[src/cis_pkg.sv]
// Package: operation codes, carriers and constants of the instruction datapath
package cis_pkg;

  typedef enum logic [4:0] {
    OP_NOP         = 5'h00,
    OP_ADD_PLAIN   = 5'h01,
    OP_ADD_CARRY   = 5'h02,
    OP_SUB_PLAIN   = 5'h03,
    OP_SUB_CARRY   = 5'h04,
    OP_MULT        = 5'h05,
    OP_DIV_SHORT   = 5'h06,
    OP_DIV_LONG    = 5'h07,
    OP_CMP_DEC     = 5'h08,
    OP_CMP_INC     = 5'h09,
    OP_NORM        = 5'h0A,
    OP_SHIFT_ARITH = 5'h0B,
    OP_ROTATE      = 5'h0C,
    OP_BYTE_EXT    = 5'h0D,
    OP_COMPLEMENT  = 5'h0E,
    OP_NEGATE      = 5'h0F,
    OP_MASK_MOD    = 5'h10,
    OP_BIT_COPY    = 5'h11,
    OP_BIT_LOGIC   = 5'h12,
    OP_JUMP_SET    = 5'h13,
    OP_JUMP_CLR    = 5'h14,
    OP_PUSH_CALL   = 5'h15,
    OP_CTX_SWITCH  = 5'h16,
    OP_RETURN      = 5'h17,
    OP_POWER_DOWN  = 5'h18
  } cis_op_type;

  typedef enum logic [1:0] {
    BIT_AND = 2'h0,
    BIT_OR  = 2'h1,
    BIT_XOR = 2'h2
  } cis_bitop_type;

  typedef struct packed {
    logic          valid;
    cis_op_type    op;
    logic          byte_op;
    logic          hi_byte;
    logic          long_form;
    logic          signed_op;
    logic          variant;
    cis_bitop_type bit_op;
    logic          carry_in;
    logic          bit_a;
    logic          bit_b;
    logic [15:0]   opa;
    logic [15:0]   opb;
    logic [15:0]   dst_old;
    logic [31:0]   muldiv;
    logic [15:0]   pc_next;
    logic [15:0]   rel_off;
    logic [15:0]   target;
    logic [15:0]   stack0;
    logic [15:0]   stack1;
  } cis_req_type;

  typedef struct packed {
    logic        valid;
    logic        wr_dst;
    logic [15:0] dst;
    logic        wr_aux;
    logic [15:0] aux;
    logic        wr_muldiv;
    logic [31:0] muldiv;
    logic        c;
    logic        v;
    logic        z;
    logic        n;
    logic        wr_bit;
    logic        bit_val;
    logic [1:0]  push_cnt;
    logic [15:0] push0;
    logic [15:0] push1;
    logic [1:0]  pop_cnt;
    logic        jump;
    logic [15:0] jump_pc;
    logic [2:0]  len;
  } cis_rsp_type;

  localparam logic [2:0]  LEN_SHORT  = 3'h2;
  localparam logic [2:0]  LEN_LONG   = 3'h4;
  localparam logic [15:0] STEP_ONE   = 16'h0001;
  localparam logic [15:0] STEP_TWO   = 16'h0002;
  localparam cis_rsp_type RSP_RESET  = '0;
  localparam logic        POWER_DOWN_INSTR_RST  = 1'b0;
  localparam logic [1:0]  SYNC_RST   = 2'h3;

endpackage : cis_pkg

[src/cis_datapath.sv]
// Instruction execution datapath between decoder and register file
// How it works
// - Word or byte add and subtract, optionally with carry; two or four bytes long
// - Signed or unsigned 16x16 multiply of two registers; two bytes long
// - Short divide: low muldiv half by register, signed or unsigned, 16/16
// - Long divide: full 32-bit muldiv pair by 16-bit register, signed or unsigned
// - Compare data with register, then decrement register by one or two
// - Compare data with register, then increment register by one or two
// - Count shifts needed to normalize a register, store count in another
// - Arithmetic right shift copies the sign bit into vacated upper bits
// - Rotate register left or right, bits wrap around; two bytes long
// - Widen a byte into a word with sign or zero extension
// - Complement or two's-complement negate a word or byte register
// - Update masked bits of high or low byte with immediate data
// - Copy a source bit, optionally inverted, into a destination bit
// - Combine two bits with AND, OR or XOR, result into a bit
// - Relative jump on bit set or clear; modifying forms toggle the bit only when the jump is taken
// - Push a register on the stack, then call an absolute target
// - Push a register on the stack, then load it with a word operand
// - Return to caller; popping form also restores a register from stack
// - Power down entered only while the interrupt pin is held low
`timescale 1ns/10ps
module cis_datapath (
  // Clock and reset
  input  wire logic                 I_SYS_CLK,
  input  wire logic                 I_ARST_N,
  // Decoded request
  input  wire cis_pkg::cis_req_type I_REQ,
  // Non-maskable interrupt pin
  input  wire logic                 I_NMI_PIN,
  // Results
  output cis_pkg::cis_rsp_type      O_RSP,
  output logic                      O_POWER_DOWN
);
  import cis_pkg::*;

  cis_rsp_type rsp_reg;
  cis_rsp_type rsp_next;
  logic        power_down_instr_reg;
  logic [1:0]  nmi_sync_reg;
  logic        nmi_low;

  logic [15:0] a;
  logic [15:0] b;
  logic        bw;
  logic        sub_op;
  logic        cin;
  logic [16:0] sum;
  logic [15:0] res;
  logic        msb_a;
  logic        msb_b;
  logic        msb_r;
  logic [31:0] dvd;
  logic [31:0] dvs;
  logic [31:0] quo;
  logic [31:0] rem;
  logic        div_ovf;
  logic [31:0] prod;
  logic [15:0] cmp_diff;
  logic [15:0] step;

  function automatic logic [15:0] merge(input logic [15:0] old, input logic [15:0] val,
                                        input logic bop, input logic hi);
    if (!bop)
      return val;
    else if (hi)
      return {val[7:0], old[7:0]};
    else
      return {old[15:8], val[7:0]};
  endfunction : merge

  function automatic logic [15:0] norm_cnt(input logic [15:0] v);
    logic [15:0] n;
    logic        hit;
    n   = '0;
    hit = 1'b0;
    for (int i = 15; i >= 0; i--) begin
      if (!hit) begin
        if (v[i])
          hit = 1'b1;
        else
          n = n + STEP_ONE;
      end
    end
    return hit ? n : '0;
  endfunction : norm_cnt

  // Pin synchroniser, resets to pin high so no false low
  always_ff @(posedge I_SYS_CLK or negedge I_ARST_N) begin
    if (!I_ARST_N)
      nmi_sync_reg <= SYNC_RST;
    else
      nmi_sync_reg <= {nmi_sync_reg[0], I_NMI_PIN};
  end
  assign nmi_low = ~nmi_sync_reg[1];

  // Shared adder, operands narrowed for byte forms
  always_comb begin
    bw     = I_REQ.byte_op;
    a      = bw ? {8'h00, I_REQ.opa[7:0]} : I_REQ.opa;
    b      = bw ? {8'h00, I_REQ.opb[7:0]} : I_REQ.opb;
    sub_op = (I_REQ.op == OP_SUB_PLAIN) || (I_REQ.op == OP_SUB_CARRY) || (I_REQ.op == OP_NEGATE);
    cin    = ((I_REQ.op == OP_ADD_CARRY) || (I_REQ.op == OP_SUB_CARRY)) & I_REQ.carry_in;
    if (I_REQ.op == OP_NEGATE) begin
      sum = 17'h00000 - {1'b0, a};
      b   = a;
      a   = 16'h0000;
    end else if (sub_op)
      sum = {1'b0, a} - {1'b0, b} - {16'h0000, cin};
    else
      sum = {1'b0, a} + {1'b0, b} + {16'h0000, cin};
    res   = sum[15:0];
    msb_a = bw ? a[7] : a[15];
    msb_b = bw ? b[7] : b[15];
    msb_r = bw ? res[7] : res[15];
  end

  // Divider and multiplier
  always_comb begin
    if (I_REQ.op == OP_DIV_LONG)
      dvd = I_REQ.muldiv;
    else if (I_REQ.signed_op)
      dvd = {{16{I_REQ.muldiv[15]}}, I_REQ.muldiv[15:0]};
    else
      dvd = {16'h0000, I_REQ.muldiv[15:0]};
    dvs = I_REQ.signed_op ? {{16{I_REQ.opb[15]}}, I_REQ.opb} : {16'h0000, I_REQ.opb};
    if (I_REQ.opb == 16'h0000) begin
      quo     = '0;
      rem     = '0;
      div_ovf = 1'b1;
    end else if (I_REQ.signed_op) begin
      quo     = 32'($signed(dvd) / $signed(dvs));
      rem     = 32'($signed(dvd) % $signed(dvs));
      div_ovf = (quo[31:15] != {17{1'b0}}) && (quo[31:15] != {17{1'b1}});
    end else begin
      quo     = dvd / dvs;
      rem     = dvd % dvs;
      div_ovf = (quo[31:16] != 16'h0000);
    end
    if (I_REQ.signed_op)
      prod = $signed({{16{I_REQ.opa[15]}}, I_REQ.opa}) * $signed({{16{I_REQ.opb[15]}}, I_REQ.opb});
    else
      prod = {16'h0000, I_REQ.opa} * {16'h0000, I_REQ.opb};
    cmp_diff = I_REQ.opa - I_REQ.opb;
    step     = I_REQ.variant ? STEP_TWO : STEP_ONE;
  end

  // Result selection per operation
  always_comb begin
    rsp_next         = RSP_RESET;
    rsp_next.valid   = I_REQ.valid;
    rsp_next.dst     = I_REQ.dst_old;
    rsp_next.muldiv  = I_REQ.muldiv;
    rsp_next.jump_pc = I_REQ.pc_next;
    rsp_next.len     = I_REQ.long_form ? LEN_LONG : LEN_SHORT;
    unique case (I_REQ.op)
      OP_ADD_PLAIN, OP_ADD_CARRY, OP_SUB_PLAIN, OP_SUB_CARRY, OP_NEGATE: begin
        rsp_next.wr_dst = 1'b1;
        rsp_next.dst    = merge(I_REQ.dst_old, res, bw, I_REQ.hi_byte);
        rsp_next.c      = bw ? sum[8] : sum[16];
        rsp_next.v      = sub_op ? (msb_a != msb_b) && (msb_r != msb_a)
                                 : (msb_a == msb_b) && (msb_r != msb_a);
        rsp_next.z      = bw ? (res[7:0] == 8'h00) : (res == 16'h0000);
        rsp_next.n      = msb_r;
        if (I_REQ.op == OP_NEGATE)
          rsp_next.len = LEN_SHORT;
      end
      OP_COMPLEMENT: begin
        rsp_next.wr_dst = 1'b1;
        rsp_next.dst    = merge(I_REQ.dst_old, ~I_REQ.opa, bw, I_REQ.hi_byte);
        rsp_next.z      = bw ? (I_REQ.opa[7:0] == 8'hFF) : (I_REQ.opa == 16'hFFFF);
        rsp_next.n      = bw ? ~I_REQ.opa[7] : ~I_REQ.opa[15];
        rsp_next.len    = LEN_SHORT;
      end
      OP_MULT: begin
        rsp_next.wr_muldiv = 1'b1;
        rsp_next.muldiv    = prod;
        rsp_next.z         = (prod == 32'h00000000);
        rsp_next.n         = prod[31];
        rsp_next.len       = LEN_SHORT;
      end
      OP_DIV_SHORT, OP_DIV_LONG: begin
        rsp_next.wr_muldiv = !div_ovf;
        rsp_next.muldiv    = div_ovf ? I_REQ.muldiv : {rem[15:0], quo[15:0]};
        rsp_next.v         = div_ovf;
        rsp_next.z         = (quo[15:0] == 16'h0000);
        rsp_next.n         = quo[15];
        rsp_next.len       = LEN_SHORT;
      end
      OP_CMP_DEC, OP_CMP_INC: begin
        rsp_next.wr_dst = 1'b1;
        rsp_next.dst    = (I_REQ.op == OP_CMP_DEC) ? I_REQ.opa - step
                                                   : I_REQ.opa + step;
        rsp_next.c      = I_REQ.opa < I_REQ.opb;
        rsp_next.v      = (I_REQ.opa[15] != I_REQ.opb[15]) && (cmp_diff[15] != I_REQ.opa[15]);
        rsp_next.z      = (cmp_diff == 16'h0000);
        rsp_next.n      = cmp_diff[15];
      end
      OP_NORM: begin
        rsp_next.wr_dst = 1'b1;
        rsp_next.dst    = norm_cnt(I_REQ.opa);
        rsp_next.z      = (I_REQ.opa == 16'h0000);
        rsp_next.len    = LEN_SHORT;
      end
      OP_SHIFT_ARITH: begin
        rsp_next.wr_dst = 1'b1;
        rsp_next.dst    = 16'($signed(I_REQ.opa) >>> I_REQ.opb[3:0]);
        rsp_next.n      = I_REQ.opa[15];
        rsp_next.len    = LEN_SHORT;
      end
      OP_ROTATE: begin
        rsp_next.wr_dst = 1'b1;
        if (I_REQ.variant)
          rsp_next.dst = 16'(({I_REQ.opa, I_REQ.opa} << I_REQ.opb[3:0]) >> 16);
        else
          rsp_next.dst = 16'({I_REQ.opa, I_REQ.opa} >> I_REQ.opb[3:0]);
        rsp_next.len    = LEN_SHORT;
      end
      OP_BYTE_EXT: begin
        rsp_next.wr_dst = 1'b1;
        rsp_next.dst    = {{8{I_REQ.variant & I_REQ.opa[7]}}, I_REQ.opa[7:0]};
        rsp_next.n      = I_REQ.variant & I_REQ.opa[7];
      end
      OP_MASK_MOD: begin
        rsp_next.wr_dst = 1'b1;
        rsp_next.dst    = merge(I_REQ.dst_old, {8'h00, (I_REQ.opa[7:0] & ~I_REQ.opb[7:0])
                          | (I_REQ.opb[15:8] & I_REQ.opb[7:0])}, 1'b1, I_REQ.hi_byte);
        rsp_next.len    = LEN_LONG;
      end
      OP_BIT_COPY: begin
        rsp_next.wr_bit  = 1'b1;
        rsp_next.bit_val = I_REQ.bit_a ^ I_REQ.variant;
        rsp_next.len     = LEN_LONG;
      end
      OP_BIT_LOGIC: begin
        rsp_next.wr_bit = 1'b1;
        unique case (I_REQ.bit_op)
          BIT_AND: rsp_next.bit_val = I_REQ.bit_a & I_REQ.bit_b;
          BIT_OR:  rsp_next.bit_val = I_REQ.bit_a | I_REQ.bit_b;
          default: rsp_next.bit_val = I_REQ.bit_a ^ I_REQ.bit_b;
        endcase
        rsp_next.len = LEN_LONG;
      end
      OP_JUMP_SET, OP_JUMP_CLR: begin
        rsp_next.jump    = I_REQ.bit_a == (I_REQ.op == OP_JUMP_SET);
        rsp_next.jump_pc = I_REQ.pc_next + I_REQ.rel_off;
        rsp_next.wr_bit  = I_REQ.variant && rsp_next.jump;
        rsp_next.bit_val = (I_REQ.op == OP_JUMP_CLR);
        rsp_next.len     = LEN_LONG;
      end
      OP_PUSH_CALL: begin
        rsp_next.push_cnt = 2'h2;
        rsp_next.push0    = I_REQ.opa;
        rsp_next.push1    = I_REQ.pc_next;
        rsp_next.jump     = 1'b1;
        rsp_next.jump_pc  = I_REQ.target;
        rsp_next.len      = LEN_LONG;
      end
      OP_CTX_SWITCH: begin
        rsp_next.push_cnt = 2'h1;
        rsp_next.push0    = I_REQ.dst_old;
        rsp_next.wr_dst   = 1'b1;
        rsp_next.dst      = I_REQ.opb;
        rsp_next.len      = LEN_LONG;
      end
      OP_RETURN: begin
        rsp_next.jump    = 1'b1;
        rsp_next.jump_pc = I_REQ.stack0;
        rsp_next.pop_cnt = I_REQ.variant ? 2'h2 : 2'h1;
        rsp_next.wr_dst  = I_REQ.variant;
        rsp_next.dst     = I_REQ.variant ? I_REQ.stack1 : I_REQ.dst_old;
        rsp_next.len     = LEN_SHORT;
      end
      OP_POWER_DOWN: rsp_next.len = LEN_LONG;
      default:       rsp_next.len = LEN_SHORT;
    endcase
    if (!I_REQ.valid) begin
      rsp_next.wr_dst    = 1'b0;
      rsp_next.wr_muldiv = 1'b0;
      rsp_next.wr_bit    = 1'b0;
      rsp_next.push_cnt  = 2'h0;
      rsp_next.pop_cnt   = 2'h0;
      rsp_next.jump      = 1'b0;
    end
  end

  // Result register
  always_ff @(posedge I_SYS_CLK or negedge I_ARST_N) begin
    if (!I_ARST_N)
      rsp_reg <= RSP_RESET;
    else
      rsp_reg <= rsp_next;
  end

  // Power-down latch, left only by reset
  always_ff @(posedge I_SYS_CLK or negedge I_ARST_N) begin
    if (!I_ARST_N)
      power_down_instr_reg <= POWER_DOWN_INSTR_RST;
    else if (I_REQ.valid && I_REQ.op == OP_POWER_DOWN && nmi_low)
      power_down_instr_reg <= 1'b1;
  end

  assign O_RSP        = rsp_reg;
  assign O_POWER_DOWN = power_down_instr_reg;

  a_add_word: assert property (@(posedge I_SYS_CLK) disable iff (!I_ARST_N)
    I_REQ.valid && I_REQ.op == OP_ADD_CARRY && !I_REQ.byte_op
    |=> O_RSP.dst == 16'($past(I_REQ.opa) + $past(I_REQ.opb) + {15'h0000, $past(I_REQ.carry_in)}))
    else $error("add with carry wrong");
  a_byte_keep: assert property (@(posedge I_SYS_CLK) disable iff (!I_ARST_N)
    I_REQ.valid && I_REQ.byte_op && I_REQ.hi_byte && I_REQ.op == OP_SUB_PLAIN
    |=> O_RSP.dst[7:0] == $past(I_REQ.dst_old[7:0]))
    else $error("byte form touched other byte");
  a_mult_unsigned: assert property (@(posedge I_SYS_CLK) disable iff (!I_ARST_N)
    I_REQ.valid && I_REQ.op == OP_MULT && !I_REQ.signed_op
    |=> O_RSP.wr_muldiv && O_RSP.muldiv == ({16'h0000, $past(I_REQ.opa)} * {16'h0000, $past(I_REQ.opb)})
    && O_RSP.len == LEN_SHORT)
    else $error("multiply wrong");
  a_div_short: assert property (@(posedge I_SYS_CLK) disable iff (!I_ARST_N)
    I_REQ.valid && I_REQ.op == OP_DIV_SHORT && !I_REQ.signed_op && I_REQ.opb != 16'h0000
    |=> O_RSP.muldiv[15:0] == $past(I_REQ.muldiv[15:0]) / $past(I_REQ.opb))
    else $error("short divide quotient wrong");
  a_div_long: assert property (@(posedge I_SYS_CLK) disable iff (!I_ARST_N)
    I_REQ.valid && I_REQ.op == OP_DIV_LONG && !I_REQ.signed_op && I_REQ.opb != 16'h0000
    && I_REQ.muldiv[31:16] < I_REQ.opb
    |=> O_RSP.wr_muldiv && O_RSP.muldiv[31:16] == 16'($past(I_REQ.muldiv) % {16'h0000, $past(I_REQ.opb)}))
    else $error("long divide remainder wrong");
  a_cmp_step: assert property (@(posedge I_SYS_CLK) disable iff (!I_ARST_N)
    I_REQ.valid && I_REQ.op == OP_CMP_DEC && I_REQ.variant
    |=> O_RSP.wr_dst && O_RSP.dst == $past(I_REQ.opa) - STEP_TWO)
    else $error("compare decrement wrong");
  a_cmp_inc: assert property (@(posedge I_SYS_CLK) disable iff (!I_ARST_N)
    I_REQ.valid && I_REQ.op == OP_CMP_INC && !I_REQ.variant
    |=> O_RSP.dst == $past(I_REQ.opa) + STEP_ONE)
    else $error("compare increment wrong");
  a_norm_top: assert property (@(posedge I_SYS_CLK) disable iff (!I_ARST_N)
    I_REQ.valid && I_REQ.op == OP_NORM && I_REQ.opa == 16'h0001 |=> O_RSP.dst == 16'h000F)
    else $error("normalize count wrong");
  a_sign_fill: assert property (@(posedge I_SYS_CLK) disable iff (!I_ARST_N)
    I_REQ.valid && I_REQ.op == OP_SHIFT_ARITH && I_REQ.opa[15] |=> O_RSP.dst[15])
    else $error("sign not replicated");
  a_jump_modify: assert property (@(posedge I_SYS_CLK) disable iff (!I_ARST_N)
    I_REQ.valid && I_REQ.op == OP_JUMP_SET && I_REQ.variant && I_REQ.bit_a
    |=> O_RSP.jump && O_RSP.wr_bit && !O_RSP.bit_val)
    else $error("jump on set did not clear bit");
  a_power_down_instr_gate: assert property (@(posedge I_SYS_CLK) disable iff (!I_ARST_N)
    $rose(O_POWER_DOWN) |-> !$past(nmi_sync_reg[1]) && $past(I_REQ.op) == OP_POWER_DOWN)
    else $error("power down while pin high");

endmodule : cis_datapath

[config.mk]
export PLATFORM = sky130hd
export DESIGN_NAME = cis_datapath
export DESIGN_NICKNAME = d
export VERILOG_FILES = /design/src/cis_pkg.sv /design/src/cis_datapath.sv
export SDC_FILE = /design/constraint.sdc
export NUM_CORES = 2
export LEC_CHECK = 0
export ABC_AREA = 1
export BUFFER_PORTS_ARGS = -buffer_cell sky130_fd_sc_hd__buf_4
export CAP_MARGIN = 5
export CORE_MARGIN = 1
export CORE_UTILIZATION = 51
export DETAILED_ROUTE_END_ITERATION = 7
export GPL_TIMING_DRIVEN = 0
export PLACE_DENSITY_LB_ADDON = 0.3
export SETUP_SLACK_MARGIN = 0.15
export SKIP_LAST_GASP = 1
export SYNTH_ARGS = -nofsm -noshare
export SYNTH_HDL_FRONTEND = slang
export SYNTH_SLANG_ARGS = --single-unit
[constraint.sdc]
create_clock -name I_SYS_CLK -period 0.8 [get_ports I_SYS_CLK]
set_clock_uncertainty 0.15 [all_clocks]
set_input_delay 0.16 -clock I_SYS_CLK [delete_from_list [all_inputs] [get_ports I_SYS_CLK]]
set_output_delay 0.16 -clock I_SYS_CLK [all_outputs]
set_load 0.05 [all_outputs]
==> results.yml, run 1 <==
place:
  place_area_um2: 95400
  dp_hpwl_mm: 262
  gp_congestion: 1.07
  portBuffers: 285
  dp_slack_ns: -78.97
synth:
  yosys.cell_types.count: 110
  ys_ff_latch: 115
  netlist_area_um2: 85900
  synthArstFlopShare: 1.00
  postSynthCellCount: 13600
  yosys_warnings: 0
  ys.flop_type: "dfrtp_1"
  synth-edff-count: 0
  yosysSeqAreaShare: 0.0335
  syn_area_per_cell_um2: 6.32
clock_tree:
  cts_made_buffers: 17
  htreeDepth: 4
  clock_sinks: 115
  cts_root_buf: "clkbuf_16"
  clockBufferDepth: 2
grt:
  grt_max_degree: 154
  grtUsageTotal: 0.538
  antenna_found_initial: 66
  grt_overflow: 82
floorplanning:
  dieHeight_um: 412
  rows: 150
  die-width_um: 412
  initial_core_util: 0.513
  pin_count: 310
run_status:
  haltStage: "5_1_grt"
  status: "stopped before the end"
  error: "[ERROR GRT-0232] Routing congestion too high. Check the congestion heatmap in the GUI."
timing:
  postGrtWorstEndpoint: "O_RSP[59]$_DFF_PN0_/D"
  endpoint_type: "sequential cell input"
[per-layer routing]
metal | GRT usage | overflow
met1 | 0.611 | 7
met2 | 0.706 | 42
met3 | 0.335 | 3
met4 | 0.385 | 30
met5 | 0.213 | 0
[cells by family after synthesis]
logic type / count (synthesis) / synth area share
AND/OR/NAND/NOR: 5857 / 0.298
buffers and inverters: 2561 / 0.125
AO/OA/AOI/OAI: 2512 / 0.176
adder cells (fa/ha/maj): 1716 / 0.283
XOR/XNOR: 793 / 0.0812
flip-flops: 115 / 0.0335
multiplexers: 33 / 0.00388
other: 2 / 0.0000875
[stage by stage]
step	std cells	hold WS [ns]
after floorplan	13700	-0.286
after global placement	16200	0.120
after detailed placement	16200	-0.0977
after CTS	17100	-0.642
[synthesized netlist by cell type (23+ instances only)]
cell / n / area, um^2
nand2_2: 142 / 888
o21a_1: 25 / 188
o31ai_1: 47 / 353
a21oi_1: 1003 / 5020
nand2_1: 3572 / 13400
nand3_2: 76 / 761
nand4_1: 130 / 813
nor4_1: 52 / 325
o21bai_1: 93 / 698
a21oi_2: 57 / 499
clkbuf_8: 37 / 509
nand3_1: 643 / 3220
xor2_1: 463 / 4060
buf_2: 51 / 255
a21o_1: 45 / 338
nor2_1: 761 / 2860
or2_2: 206 / 1290
buf_6: 36 / 405
a31oi_1: 36 / 225
o211ai_1: 55 / 413
a211oi_1: 52 / 390
o2111ai_1: 32 / 280
ha_1: 1341 / 16800
mux2i_1: 31 / 310
fa_1: 375 / 7510
inv_1: 2075 / 7790
xnor2_1: 327 / 2860
o21ai_2: 106 / 928
dfrtp_1: 113 / 2830
nor3_1: 128 / 641
o21ai_1: 144 / 721
buf_4: 60 / 450
clkbuf_1: 137 / 514
inv_2: 92 / 345
o21ai_0: 575 / 2880
buf_1: 32 / 120
o22ai_1: 23 / 144
o221ai_1: 38 / 333
a22oi_1: 24 / 180
nand3b_1: 26 / 195
[repair_timing]
| action | CTS |
|---|---|
| hold endpoints to repair | 202 |
| buffers inserted | 755 |
| pin swaps | 371 |
| endpoints found under the setup margin | 226 |
| resized for setup | 507 |
| hold buffers | 3 |
| gates cloned | 20 |
==> run 2: changes to the inputs <==
- CORE_UTILIZATION: 51 -> 36
- PLACE_DENSITY_LB_ADDON: 0.3 -> 0.15
- SETUP_SLACK_MARGIN: 0.15 -> unset
- clock period: 0.8 -> 1 ns (I/O delays scaled with it)
==> results.yml, run 2 <==
synth:
  yosys.cell_types.count: 110
  ys.flop_type: "dfrtp_1"
  synthArstFlopShare: 1.00
  synth_common_cells: "nand2_1 (3572), inv_1 (2075), ha_1 (1341), a21oi_1 (1003), nor2_1 (761)"
  ys_ff_latch: 115
  synth-edff-count: 0
  yosysMostFrequentCell: "nand2_1"
  synth_area_leaders: "ha_1 (20%), nand2_1 (16%), inv_1 (9.1%)"
  yosysSeqAreaShare: 0.0335
  yosys_warnings: 0
  yosysTopAreaCellShare: 0.195
  postSynthCellCount: 13600
  yosysTopAreaCell: "ha_1"
  syn_area_per_cell_um2: 6.32
  netlist_area_um2: 85900
floorplanning:
  initial_core_util: 0.364
  pin_count: 310
  core-area_um2: 236000
  dieArea_um2: 240000
  die-width_um: 490
  rows: 178
  dieHeight_um: 490
timing:
  hold_violations: 125
  fin_crit_ns: 72.97
  setup_slack_ns: -71.97
  finalSetupViolations: 225
  max_freq_mhz: 13.7
  grt_setup_unrepaired: "true"
  finalMaxSlewViolations: 39
  setup_tns_ns: -2680.86
  slew_headroom: -0.0624
  fin_crit_sh: 73.0
  worst_pin_slew_ns: 1.59
  holdWs_ns: -0.554
finish:
  layout.nets: 17500
  final_common_cell: "nand2_1"
  postLayoutCellArea_um2: 118000
  fillers: 23600
  drive_gt1_frac: 0.291
  area_growth_pct: 37.3
  layout_common_cells: "nand2_1 (3103), inv_1 (1900), buf_4 (1653)"
  largest_reg_flops: 112
clock_tree:
  cts.clk_slew.worst_paths_ns: 0.08
  cts_made_buffers: 17
  hold_buffers: 85
  tritoncts: "done"
  clockBufferDepth: 2
  insertion_delay_ns: 0.53
  htreeDepth: 4
  cts_root_buf: "clkbuf_16"
  clock_sinks: 115
grt:
  use_met2: 0.471
  top_usage_layer: "met2"
  grt_overflow: 0
  grt_max_degree: 93
  grtUsageTotal: 0.291
  grt_pass1_vias: 92400
  antenna_found_initial: 25
  grtUsageMet1: 0.378
  grtUsageMet3: 0.0380
  grt_pass1_wl_mm: 545
detailed_routing:
  drtAntennaViolNets: 0
  dr.pass1.iters: 8
  viasPerCell: 5.22
  drcViolationCount: 0
  vias: 97900
  wire_per_inst_um: 19.9
  postRouteWirelength_mm: 372
  drtIter0Drc: 7091
place:
  portBuffers: 285
  gp_congestion: 1.01
  place_area_um2: 96600
  dp_hpwl_mm: 278
worst_setup_path:
  cp.required_ns: 1.32
  crit_top_cell: "nand2_2"
  slowest_stage: "ha_1"
  arrival_ns: 73.29
  cp_max_fo: 8
  critPathKind: "in2reg"
  critical-path-max-stage-delay_ns: 0.37
  cp-end-kind: "flip-flop"
  cp-start-kind: "primary input"
run:
  max_cap_viol_count: 2
min_path:
  hold_path.class: "in2async"
run_status:
  violations: "negative hold slack, max-capacitance violations, max-slew violations, negative setup slack"
  status: "finished with violations"
==> run 2: cell counts after synthesis <==
Identical to the previous run, type by type.
==> run 2: routing by layer <==
metal  part of all wire  routed length [um]  vias to the layer above
li1                   -                   -                    48300
met1               0.43              161000                    45800
met2               0.45              166000                     2984
met3              0.061               22800                      798
met4              0.058               21600                        4
met5           0.000078                  29                        -
==> run 2: path summary, 6_finish.rpt <==
kind / startpoint / depth (start not counted) / end / slack, ns
max reg2reg: nmi_sync_reg[1] / 1 / O_POWER_DOWN / 0.10
max: I_REQ[172] / 607 / O_RSP[59] / -71.97
max in group asynchronous: I_ARST_N / 2 / O_RSP[84] / 0.36
min reg2reg: nmi_sync_reg[0] / 0 / nmi_sync_reg[1] / 0.21
min: I_ARST_N / 1 / O_RSP[112] / -0.55
min in group I_SYS_CLK: I_REQ[13] / 5 / O_RSP[125] / -0.14
==> run 2: cell families (layout without fill, tap and decap cells) <==
family / count (synthesis) / after routing / share of synthesized area
flops: 115 / 115 / 0.0335
buf+inv: 2561 / 4390 / 0.125
xor+xnor: 793 / 793 / 0.0812
mux: 33 / 33 / 0.00388
simple gates: 5857 / 5865 / 0.298
compound gates: 2512 / 2512 / 0.176
other cells: 2 / 168 / 0.0000875
fa+ha+maj: 1716 / 1716 / 0.283
==> run 2: critical path: cells and delay by family <==
kind	cells	cell delay, ns
compound gates	146	20.92
xor+xnor	2	0.31
fa+ha+maj	32	8.86
buf+inv	187	21.33
simple gates	240	21.37
==> run 2: cell type report <==
type,count,area [um^2],area share
antenna,14,35.0,0.000297
buffer,365,3500,0.0297
clock buffer,17,425,0.00361
clock inverter,15,195,0.00166
inverter,2193,8520,0.0723
multi-input combinational,11100,83700,0.710
sequential,115,2880,0.0244
tap,3150,3940,0.0334
timing repair buffer,1795,14600,0.124
timing repair inverter,5,31.3,0.000265
==> run 2: per-stage QoR <==
| step | std cells | worst slack, ns | utilization |
|---|---|---|---|
| 2_1_floorplan | 13700 | -65.63 | - |
| 6_report | 18700 | -71.97 | 0.499 |
| 3_3_place_gp | 17200 | -79.44 | 0.408 |
| 3_5_place_dp | 17200 | -79.57 | 0.409 |
| 5_1_grt | 18700 | -75.94 | 0.499 |
| 4_1_cts | 18200 | -70.41 | 0.459 |
==> run 2: what timing repair did <==
| action | 4_1_cts | 5_1_grt |
|---|---|---|
| endpoints found under the setup margin | 225 | 225 |
| gates resized for setup | 615 | 1219 |
| buffers inserted | 891 | 502 |
| pin swaps | 413 | 899 |
| hold endpoints to repair | 207 | 94 |
| gates cloned | 20 | 18 |
Power of run 2 is not shown: default switching activity piles up to over one toggle a cycle in this logic, so the estimate is an artifact.
